### src/core/trig_qual_consts.vh
// Constants for the camera trigger qualifier: register offsets, field positions,
// reset values, encodings and timing counts. Included by the design, checker and bench files.
`ifndef TRIG_QUAL_CONSTS_VH
`define TRIG_QUAL_CONSTS_VH

// Register word offsets, one aligned 32-bit word each
`define REG_CTRL            4'h0
`define REG_DELAY           4'h1
`define REG_SW_CMD          4'h2
`define REG_LINE_SEL        4'h3
`define REG_STATUS          4'h4
`define REG_INVERT          4'h5
`define REG_OUT_VALUE       4'h6

// Control word fields
`define CTRL_GATE_BIT       0
`define CTRL_ORIGIN_LSB     1
`define CTRL_ORIGIN_MSB     3
`define CTRL_ACT_LSB        4
`define CTRL_ACT_MSB        6
`define CTRL_OVL_LSB        7
`define CTRL_OVL_MSB        8

// Trigger origin codes
`define ORIGIN_SW           3'h0
`define ORIGIN_LINE1        3'h1
`define ORIGIN_LINE2        3'h2
`define ORIGIN_COUNTER_ONE  3'h3

// Line trigger activation codes
`define ACT_RISE            3'h0
`define ACT_FALL            3'h1
`define ACT_BOTH_EDGES      3'h2
`define ACT_HIGH            3'h3
`define ACT_LOW             3'h4

// Overlap policy codes
`define OVL_OFF             2'h0
`define OVL_READOUT         2'h1
`define OVL_AFTER_EXP_END   2'h2

// Line label codes
`define LABEL_NONE          3'h0
`define LABEL_INPUT1        3'h1
`define LABEL_INPUT2        3'h2
`define LABEL_OUTPUT1       3'h3
`define LABEL_OUTPUT2       3'h4
`define LABEL_OUTPUT3       3'h5

// Reset values
`define RST_CTRL            9'h000
`define RST_DELAY           21'h00_0000
`define RST_LINE_SEL        3'h1
`define RST_INVERT          2'h0
`define RST_OUT_VALUE       3'h0

// Timing
`define CLK_FREQ_MHZ        200
`define TRIG_WAIT_MAX_US    2000000
`define TRIG_WAIT_CLAMP     21'h1E_8480
`define TICKS_PER_US        (`CLK_FREQ_MHZ)

`endif

### src/core/camera_trigger_qualifier.v
// Trigger qualification for an area-scan camera: source select, line edge or
// level check, microsecond delay, overlap policy, logical line map, Avalon-MM regs.
// Assumes exposure/readout status and the counter-one done pulse come from logic on
// i_core_clk; input lines are asynchronous pins.
//
// Contract
// - Counter one done event is a selectable internal trigger origin.
// - Activation mode applies only to line origins, ignored for internal origins.
// - Edge modes fire on rise, fall or both, after the line inverter.
// - Level modes fire while the line is high, or while it is low.
// - Wait a programmable 0 to 2000000 microseconds before the trigger event.
// - Overlap policy decides whether a new trigger is accepted during readout.
// - Overlap off rejects triggers while exposure or readout is in progress.
// - Readout overlap accepts a new trigger once readout has begun.
// - End-of-exposure overlap accepts a new trigger right after exposure ends.
// - End-of-exposure overlap holds the trigger if exposure would end before readout.
// - Logical lines one and two map to the two input pins.
// - Logical lines three and four map to outputs on shared output power.
// - Only one-input three-output variants offer line five as third output.
// - Each selected logical line reads back a label naming input or output.
// - Selected trigger origin acts only while the trigger gate is on.
// - Software trigger command fires at once whatever origin is selected; the code still passes it through the trigger wait and the overlap policy.
`timescale 1ns/10ps
`include "trig_qual_consts.vh"

module camera_trigger_qualifier #(
  parameter THREE_OUT_VARIANT = 0,
  parameter TICK_DIV          = `TICKS_PER_US
) (
  input  wire        i_core_clk,
  input  wire        i_rst,
  input  wire [3:0]  i_avs_address,
  input  wire        i_avs_read,
  input  wire        i_avs_write,
  input  wire [31:0] i_avs_writedata,
  output wire [31:0] o_avs_readdata,
  output wire        o_avs_waitrequest,
  input  wire [1:0]  i_line_in,
  input  wire        i_counter_one_done,
  input  wire        i_exposure_active,
  input  wire        i_readout_active,
  input  wire        i_exposure_ends_early,
  output wire        o_frame_trigger,
  output wire [2:0]  o_line_out
);

  localparam S_IDLE = 2'd0;
  localparam S_WAIT = 2'd1;
  localparam S_HOLD = 2'd2;

  // Label of a logical line index; depends on the model variant
  function [2:0] line_label;
    input [2:0] idx;
    begin
      case (idx)
        3'd1:    line_label = `LABEL_INPUT1;
        3'd2:    line_label = THREE_OUT_VARIANT ? `LABEL_NONE : `LABEL_INPUT2;
        3'd3:    line_label = `LABEL_OUTPUT1;
        3'd4:    line_label = `LABEL_OUTPUT2;
        3'd5:    line_label = THREE_OUT_VARIANT ? `LABEL_OUTPUT3 : `LABEL_NONE;
        default: line_label = `LABEL_NONE;
      endcase
    end
  endfunction

  reg  [8:0]  ctrl_ff;
  reg  [20:0] trig_wait_us_ff;
  reg  [2:0]  line_index_select_ff;
  reg  [1:0]  invert_ff;
  reg  [2:0]  out_value_ff;
  reg         ack_ff;
  reg  [31:0] readdata_ff;
  reg  [31:0] nxt_readdata;
  reg  [1:0]  line_meta_ff;
  reg  [1:0]  line_sync_ff;
  reg  [1:0]  line_prev_ff;
  reg  [1:0]  state_ff;
  reg  [1:0]  nxt_state;
  reg  [20:0] us_left_ff;
  reg  [20:0] nxt_us_left;
  reg  [7:0]  presc_ff;
  reg  [7:0]  nxt_presc;
  reg         fire_ff;
  reg         nxt_fire;
  reg         sw_cmd_ff;
  reg         line_hit;
  reg         origin_hit;

  wire        trig_gate_on;
  wire [2:0]  trig_origin_select;
  wire [2:0]  line_trigger_activation;
  wire [1:0]  trig_overlap_policy;
  wire        bus_req;
  wire        wr_take;
  wire [1:0]  line_q;
  wire [1:0]  line_rise;
  wire [1:0]  line_fall;
  wire        sel_line;
  wire        sel_rise;
  wire        sel_fall;
  wire        sel_level;
  wire        accept_ok;
  wire        need_hold;
  wire        tick;
  wire        trig_in;
  wire [2:0]  sel_label;

  assign trig_gate_on            = ctrl_ff[`CTRL_GATE_BIT];
  assign trig_origin_select      = ctrl_ff[`CTRL_ORIGIN_MSB:`CTRL_ORIGIN_LSB];
  assign line_trigger_activation = ctrl_ff[`CTRL_ACT_MSB:`CTRL_ACT_LSB];
  assign trig_overlap_policy     = ctrl_ff[`CTRL_OVL_MSB:`CTRL_OVL_LSB];

  // One wait cycle per access; the second cycle completes it
  assign bus_req           = i_avs_read | i_avs_write;
  assign o_avs_waitrequest = bus_req & ~ack_ff;
  assign wr_take           = i_avs_write & ack_ff;
  assign o_avs_readdata    = readdata_ff;

  always @(posedge i_core_clk) begin
    if (i_rst) begin
      ack_ff <= 1'b0;
    end else begin
      ack_ff <= bus_req & ~ack_ff;
    end
  end

  // Register writes, taken only on the completing cycle
  always @(posedge i_core_clk) begin
    if (i_rst) begin
      ctrl_ff              <= `RST_CTRL;
      trig_wait_us_ff      <= `RST_DELAY;
      line_index_select_ff <= `RST_LINE_SEL;
      invert_ff            <= `RST_INVERT;
      out_value_ff         <= `RST_OUT_VALUE;
      sw_cmd_ff            <= 1'b0;
    end else begin
      sw_cmd_ff <= wr_take && (i_avs_address == `REG_SW_CMD) && i_avs_writedata[0];
      if (wr_take) begin
        case (i_avs_address)
          `REG_CTRL: begin
            ctrl_ff <= i_avs_writedata[8:0];
          end
          `REG_DELAY: begin
            // Clamp keeps the delay inside its legal span
            if (i_avs_writedata > `TRIG_WAIT_MAX_US) begin
              trig_wait_us_ff <= `TRIG_WAIT_CLAMP;
            end else begin
              trig_wait_us_ff <= i_avs_writedata[20:0];
            end
          end
          `REG_LINE_SEL: begin
            line_index_select_ff <= i_avs_writedata[2:0];
          end
          `REG_INVERT: begin
            invert_ff <= i_avs_writedata[1:0];
          end
          `REG_OUT_VALUE: begin
            out_value_ff <= i_avs_writedata[2:0];
          end
          default: begin
            invert_ff <= invert_ff;
          end
        endcase
      end
    end
  end

  // Readback of the selected line's label and status
  assign sel_label = line_label(line_index_select_ff);

  // Read mux; unmapped addresses read as zero
  always @* begin
    nxt_readdata = 32'h0000_0000;
    case (i_avs_address)
      `REG_CTRL:      nxt_readdata[8:0]  = ctrl_ff;
      `REG_DELAY:     nxt_readdata[20:0] = trig_wait_us_ff;
      `REG_LINE_SEL: begin
        nxt_readdata[2:0]  = line_index_select_ff;
        nxt_readdata[10:8] = sel_label;
        nxt_readdata[12]   = (sel_label >= `LABEL_OUTPUT1);
        nxt_readdata[13]   = (sel_label != `LABEL_NONE);
      end
      `REG_STATUS: begin
        nxt_readdata[0]    = line_q[0];
        nxt_readdata[1]    = THREE_OUT_VARIANT ? 1'b0 : line_q[1];
        nxt_readdata[3:2]  = out_value_ff[1:0];
        nxt_readdata[4]    = THREE_OUT_VARIANT ? out_value_ff[2] : 1'b0;
        nxt_readdata[8]    = (state_ff == S_WAIT);
        nxt_readdata[9]    = (state_ff == S_HOLD);
        nxt_readdata[10]   = ~accept_ok;
      end
      `REG_INVERT:    nxt_readdata[1:0]  = invert_ff;
      `REG_OUT_VALUE: nxt_readdata[2:0]  = out_value_ff;
      default:        nxt_readdata       = 32'h0000_0000;
    endcase
  end

  // Read data registered; stands from the wait cycle to the completing edge
  always @(posedge i_core_clk) begin
    if (i_rst) begin
      readdata_ff <= 32'h0000_0000;
    end else begin
      readdata_ff <= nxt_readdata;
    end
  end

  // Output pins; line five exists only on the three-output variant
  assign o_line_out[0] = out_value_ff[0];
  assign o_line_out[1] = out_value_ff[1];
  assign o_line_out[2] = THREE_OUT_VARIANT ? out_value_ff[2] : 1'b0;

  // Two-stage synchroniser on the asynchronous input pins
  always @(posedge i_core_clk) begin
    if (i_rst) begin
      line_meta_ff <= 2'b00;
      line_sync_ff <= 2'b00;
      line_prev_ff <= 2'b00;
    end else begin
      line_meta_ff <= i_line_in;
      line_sync_ff <= line_meta_ff;
      line_prev_ff <= line_q;
    end
  end

  // Inverter ahead of edge detection, so edges are of the inverted signal
  assign line_q    = line_sync_ff ^ invert_ff;
  assign line_rise = line_q & ~line_prev_ff;
  assign line_fall = ~line_q & line_prev_ff;

  // Selected line and its edges; line two unless the origin is line one
  assign sel_line  = (trig_origin_select == `ORIGIN_LINE1) ? line_q[0] : line_q[1];
  assign sel_rise  = (trig_origin_select == `ORIGIN_LINE1) ? line_rise[0] : line_rise[1];
  assign sel_fall  = (trig_origin_select == `ORIGIN_LINE1) ? line_fall[0] : line_fall[1];
  assign sel_level = sel_line;

  // Activation check of the selected line
  always @* begin
    case (line_trigger_activation)
      `ACT_RISE:       line_hit = sel_rise;
      `ACT_FALL:       line_hit = sel_fall;
      `ACT_BOTH_EDGES: line_hit = sel_rise | sel_fall;
      `ACT_HIGH:       line_hit = sel_level;
      `ACT_LOW:        line_hit = ~sel_level;
      default:         line_hit = 1'b0;
    endcase
  end

  // Origin select; activation mode only looks at line origins
  always @* begin
    case (trig_origin_select)
      `ORIGIN_LINE1:       origin_hit = line_hit;
      `ORIGIN_LINE2:       origin_hit = THREE_OUT_VARIANT ? 1'b0 : line_hit;
      `ORIGIN_COUNTER_ONE: origin_hit = i_counter_one_done;
      default:             origin_hit = 1'b0;
    endcase
  end

  // Gate blocks the selected origin only; the software command bypasses it
  assign trig_in = (trig_gate_on & origin_hit) | sw_cmd_ff;

  // Busy delay or hold always rejects; otherwise the policy decides
  assign accept_ok = (trig_overlap_policy == `OVL_OFF) ?
                     ~(i_exposure_active | i_readout_active) :
                     ~i_exposure_active;

  // Postpone only when the new exposure would finish ahead of the readout
  assign need_hold = (trig_overlap_policy == `OVL_AFTER_EXP_END) &
                     i_readout_active & i_exposure_ends_early;

  // Microsecond tick from the core clock
  // Prescaler is 8 bits, so TICK_DIV must lie between 1 and 256
  assign tick = (presc_ff == TICK_DIV[7:0] - 8'd1);

  // Delay and hold sequencer
  always @* begin
    nxt_state   = state_ff;
    nxt_us_left = us_left_ff;
    nxt_presc   = tick ? 8'd0 : presc_ff + 8'd1;
    nxt_fire    = 1'b0;
    case (state_ff)
      S_IDLE: begin
        nxt_presc = 8'd0;
        // Nothing is taken in the pulse cycle: the frame just fired is not
        // yet visible on the exposure input, so a level would fire twice
        if (trig_in && accept_ok && !fire_ff) begin
          if (trig_wait_us_ff == 21'd0) begin
            if (need_hold) begin
              nxt_state = S_HOLD;
            end else begin
              nxt_fire = 1'b1;
            end
          end else begin
            nxt_us_left = trig_wait_us_ff;
            nxt_state   = S_WAIT;
          end
        end
      end
      S_WAIT: begin
        if (tick) begin
          nxt_us_left = us_left_ff - 21'd1;
          if (us_left_ff == 21'd1) begin
            if (need_hold) begin
              nxt_state = S_HOLD;
            end else begin
              nxt_fire  = 1'b1;
              nxt_state = S_IDLE;
            end
          end
        end
      end
      S_HOLD: begin
        nxt_presc = 8'd0;
        if (!need_hold) begin
          nxt_fire  = 1'b1;
          nxt_state = S_IDLE;
        end
      end
      default: begin
        nxt_state = S_IDLE;
      end
    endcase
  end

  // Sequencer registers
  always @(posedge i_core_clk) begin
    if (i_rst) begin
      state_ff   <= S_IDLE;
      us_left_ff <= 21'd0;
      presc_ff   <= 8'd0;
      fire_ff    <= 1'b0;
    end else begin
      state_ff   <= nxt_state;
      us_left_ff <= nxt_us_left;
      presc_ff   <= nxt_presc;
      fire_ff    <= nxt_fire;
    end
  end

  // Registered pulse, one cycle wide
  assign o_frame_trigger = fire_ff;

endmodule

### config.mk
export PLATFORM = sky130hd
export DESIGN_NAME = camera_trigger_qualifier
export DESIGN_NICKNAME = d
export VERILOG_FILES = /design/src/core/camera_trigger_qualifier.v
export VERILOG_INCLUDE_DIRS = /design/src /design/src/core
export SDC_FILE = /design/constraint.sdc
export NUM_CORES = 1
export LEC_CHECK = 0
export ABC_CLOCK_PERIOD_IN_PS = 2300
export BUFFER_PORTS_ARGS = -buffer_cell sky130_fd_sc_hd__clkbuf_2
export CORE_MARGIN = 5
export CORE_UTILIZATION = 29
export CTS_BUF_LIST = sky130_fd_sc_hd__clkbuf_4 sky130_fd_sc_hd__clkbuf_8 sky130_fd_sc_hd__clkbuf_16
export DETAILED_ROUTE_END_ITERATION = 8
export MAX_ROUTING_LAYER = met4
export SYNTH_ARGS = -nofsm -noshare
export SYNTH_HDL_FRONTEND = slang
export SYNTH_SLANG_ARGS = --single-unit
### constraint.sdc
create_clock -name i_core_clk -period 2.3 [get_ports i_core_clk]
set_input_delay 0.46 -clock i_core_clk [delete_from_list [all_inputs] [get_ports i_core_clk]]
set_output_delay 0.46 -clock i_core_clk [all_outputs]
set_load 0.005 [all_outputs]
==> summary.md <==
| Metric | Value |
|---|---|
| Reg power frac | `51.4%` |
| Largest net degree at the start of global routing | `37` |
| Layout overhead on the synthesized area | `29.4%` |
| Clk sinks | `99` |
| Total CTS buffers | `9` |
| Post-route antenna net violation count | `0` |
| Max Root-Sink Buffers | `2` |
| Synth cell types | `57` |
| Full die area | `18500 sq um` |
| Flops & latches, synth | `99` |
| Post-layout nets | `681` |
| Syn Area/Cell | `8.90 sq um` |
| # rows | `46` |
| Pleak | `2.41 nW` |
| Fin. Hold Viols | `0` |
| Filler cells | `1586` |
| Post-route setup slack | `-0.0258 ns` |
| Fmax | `430 MHz` |
| Worst Hold Launch | `i_line_in[1]` |
| Reg2reg end | `us_left_ff[19]` |
| Clock network fraction of total power | `43.0%` |
| Peak VDD IR | `287 uV` |
| Detailed Place HPWL | `10.7 mm` |
| Finished Cell Area | `5960 sq um` |
| Placer Congestion | `0.877` |
| Synthesized area | `4600 sq um` |
| Cells on Worst Hold Path | `2` |
| TritonCTS clock tree | `done` |
| Wire length per cell | `16.7 um` |
| Status | `finished, violations left` |
| Total Routed Length | `14.3 mm` |
| Drt pass-1 iters | `5` |
| Critical Path RT | `2.54 ns` |
| Setup-failing EPs final | `1` |
| CP max FO | `4` |
| IO Count | `83` |
| Ant. Diodes | `0` |
| Power per cell area | `564 nW/um^2` |
| Global Route Usage Sum | `16.3%` |
| Die width | `136 um` |
| Endpoint class of the critical path | `flip-flop` |
| Final setup skew | `0.00649 ns` |
| Worst-Margin Slew | `0.988 ns` |
| Cell count after synthesis | `517` |
| 1st-iter DRT viols | `324` |
| Inst Count DP | `835` |
| Gr ovfl total | `0` |
| Residual DRC | `0` |
| Final min period | `2.33 ns` |
| Routed vias | `4352` |
| First-pass GRT wire length | `22.9 mm` |
| CP Class | `reg2reg` |
| Worst Hold Endpoint | `line_meta_ff[1]` |
| Worst hold-check path type | `in2reg` |
| Core area | `15700 sq um` |
| Failing checks | `negative setup slack` |
| Final Max Slew Viols | `0` |
| Max Cap Violations | `0` |
| Clk root buf | `clkbuf_16` |
| Vias in the first global route | `4386` |
| Post-layout total power | `3.36 mW` |
| Skew-Pair Late Insertion Delay | `0.35 ns` |
| Ys Warns | `0` |
| Primary FF master, synth | `dfxtp_1` |
| CP Launch Type | `flip-flop` |
| Hold_buf cts | `0` |
| Die Span Y | `136 um` |
| Buffers on Ports | `70` |
| Ys async rst share | `0%` |
| Flop-to-flop setup slack | `-0.03 ns` |
| Dpl cell area | `5540 sq um` |
| Number of flops mapped to enable cells by yosys | `0` |
| RSZ-0062 raised after global routing | `true` |
| H-tree depth | `3` |
| Period Utilization, post-route | `101%` |
| Worst R2R Start | `us_left_ff[12]` |
| Place WS | `-0.0870 ns` |
| Sw Pwr | `779 uW` |
| Initial antenna violation count | `0` |
| Sw Ratio | `23.2%` |
| Max-slew headroom | `33.9%` |
| Internal | `2.58 mW` |
| Final non-filler cell total | `853` |
| Initial Utilization | `29.3%` |
| CTS clk-pin slew, worst paths | `0.07 ns` |
| Critical Path AT | `2.57 ns` |
| Worst Reg-to-Reg Cells | `6` |
| Layout cells sized above 1 | `28.9%` |
| Seq/Total Area, Yosys | `43.1%` |
| Vias per cell | `5.10` |
| Logic pwr share | `5.6%` |
## power groups by stage
stage	clock network [mW]	registers (mW)	logic (mW)
6_report	1.44	1.73	0.188
5_1_grt	1.55	1.73	0.206
4_1_cts	1.47	1.73	0.182
3_5_place_dp	0	1.77	0.181
3_3_place_gp	0	1.77	0.178
2_1_floorplan	0	1.77	0.0977
## through the flow
stage / util, % / TNS (ns) / hold slack [ns]
5_1_grt: 37.9 / -0.417 / 0.341
3_5_place_dp: 35.3 / -0.657 / 0.429
4_1_cts: 37.3 / -0.0212 / 0.308
6_report: 37.9 / -0.0258 / 0.318
3_3_place_gp: 35.3 / 0 / 0.421
2_1_floorplan: - / -0.000740 / 0.413
## cells in the mapped netlist, drive strengths merged (8+ instances only)
| cell | instances | area (sq um) |
|---|---|---|
| a21oi | 23 | 115 |
| nor4 | 13 | 81.3 |
| mux2i | 26 | 260 |
| nor2b | 13 | 81.3 |
| buf | 24 | 150 |
| nand2 | 31 | 116 |
| nor3 | 24 | 125 |
| and3 | 12 | 75.1 |
| dfxtp | 99 | 1980 |
| or3 | 8 | 60.1 |
| a22o | 16 | 140 |
| clkbuf | 18 | 67.6 |
| nand3 | 17 | 85.1 |
| o21ai | 13 | 65.1 |
| a22oi | 8 | 60.1 |
| nor2 | 65 | 244 |
| o221a | 8 | 90.1 |
## final cells by class
type,count,area (sq um),share of cell area (%)
multi-input cells,381,2540,42.6
flip-flops and latches,99,1980,33.3
repair buffers,135,863,14.5
well taps,216,270,4.54
clock buffers,11,253,4.24
clock inverters,5,27.5,0.462
inverters,6,22.5,0.378
## how the worst max path moves through the flow
stage | startpoint | to | slack (ns) | depth (start not counted)
2_1_floorplan | us_left_ff[10] | us_left_ff[19] | -0.0007 | 6
3_3_place_gp | us_left_ff[12] | us_left_ff[19] | 0.01 | 6
3_5_place_dp | i_readout_active | us_left_ff[1] | -0.09 | 9
4_1_cts | us_left_ff[12] | us_left_ff[19] | -0.02 | 6
5_1_grt | trig_wait_us_ff[2] | us_left_ff[12] | -0.09 | 7
6_report | us_left_ff[12] | us_left_ff[19] | -0.03 | 6
## registers in the layout (all words and copies together), names as in the netlist
signal	count
state_ff	2
trig_wait_us_ff	21
line_prev_ff	2
line_sync_ff	2
ctrl_ff	9
presc_ff	8
invert_ff	2
out_value_ff	3
ack_ff	1
line_meta_ff	2
line_index_select_ff	3
sw_cmd_ff	1
o_avs_readdata	21
us_left_ff	21
o_frame_trigger	1
## metal layers
layer	vias to the layer above	wire length (um)	global-route usage (%)
li1	2117	-	-
met2	121	7080	26.6
met1	2088	6230	19.9
met5	-	0	-
met3	26	572	2.63
met4	0	408	7.22
## repair_timing
action,CTS,global route
buffers inserted,2,0
gates resized for setup,6,17
setup endpoints to repair,6,21
pin swaps,2,6
## placed cells by master (no fill, tap or decap), drive strengths merged, types with 3 or more instances in the layout
master / n
conb: 12
o32ai: 6
ha: 3
or4: 6
o311ai: 5
nor2b: 13
a22oi: 8
nor2: 65
nand2: 31
o31ai: 5
clkbuf: 81
a21oi: 23
dfxtp: 99
nand4b: 3
or3: 8
nand3: 17
nor3: 24
nor4: 13
nand4: 5
xnor2: 6
xor2: 6
mux2: 4
o21a: 3
clkinv: 4
and3: 12
buf: 65
inv: 6
mux2i: 26
nor3b: 7
a22o: 16
o22a: 6
o211ai: 3
o221a: 8
nand2b: 3
o21ai: 13
## logic make-up after synthesis
kind of cell,Yosys count,synth area share (%)
other,1,0.0815
buffers and inverters,48,5.22
AO/OA/AOI/OAI,110,17.9
flip-flops,99,43.1
multiplexers,30,6.63
adder cells (fa/ha/maj),3,0.816
XOR/XNOR,12,2.28
AND/OR/NAND/NOR,214,24.0
## worst max-delay path, cell delays in order, from the launching register on
cell,delay (ns)
dfxtp_2,0.32
or4_4,0.52
or3_4,0.36
or3_4,0.38
or2_1,0.23
o22a_1,0.19
o221a_1,0.22
Note: power is estimated with default switching activity, not from simulation.
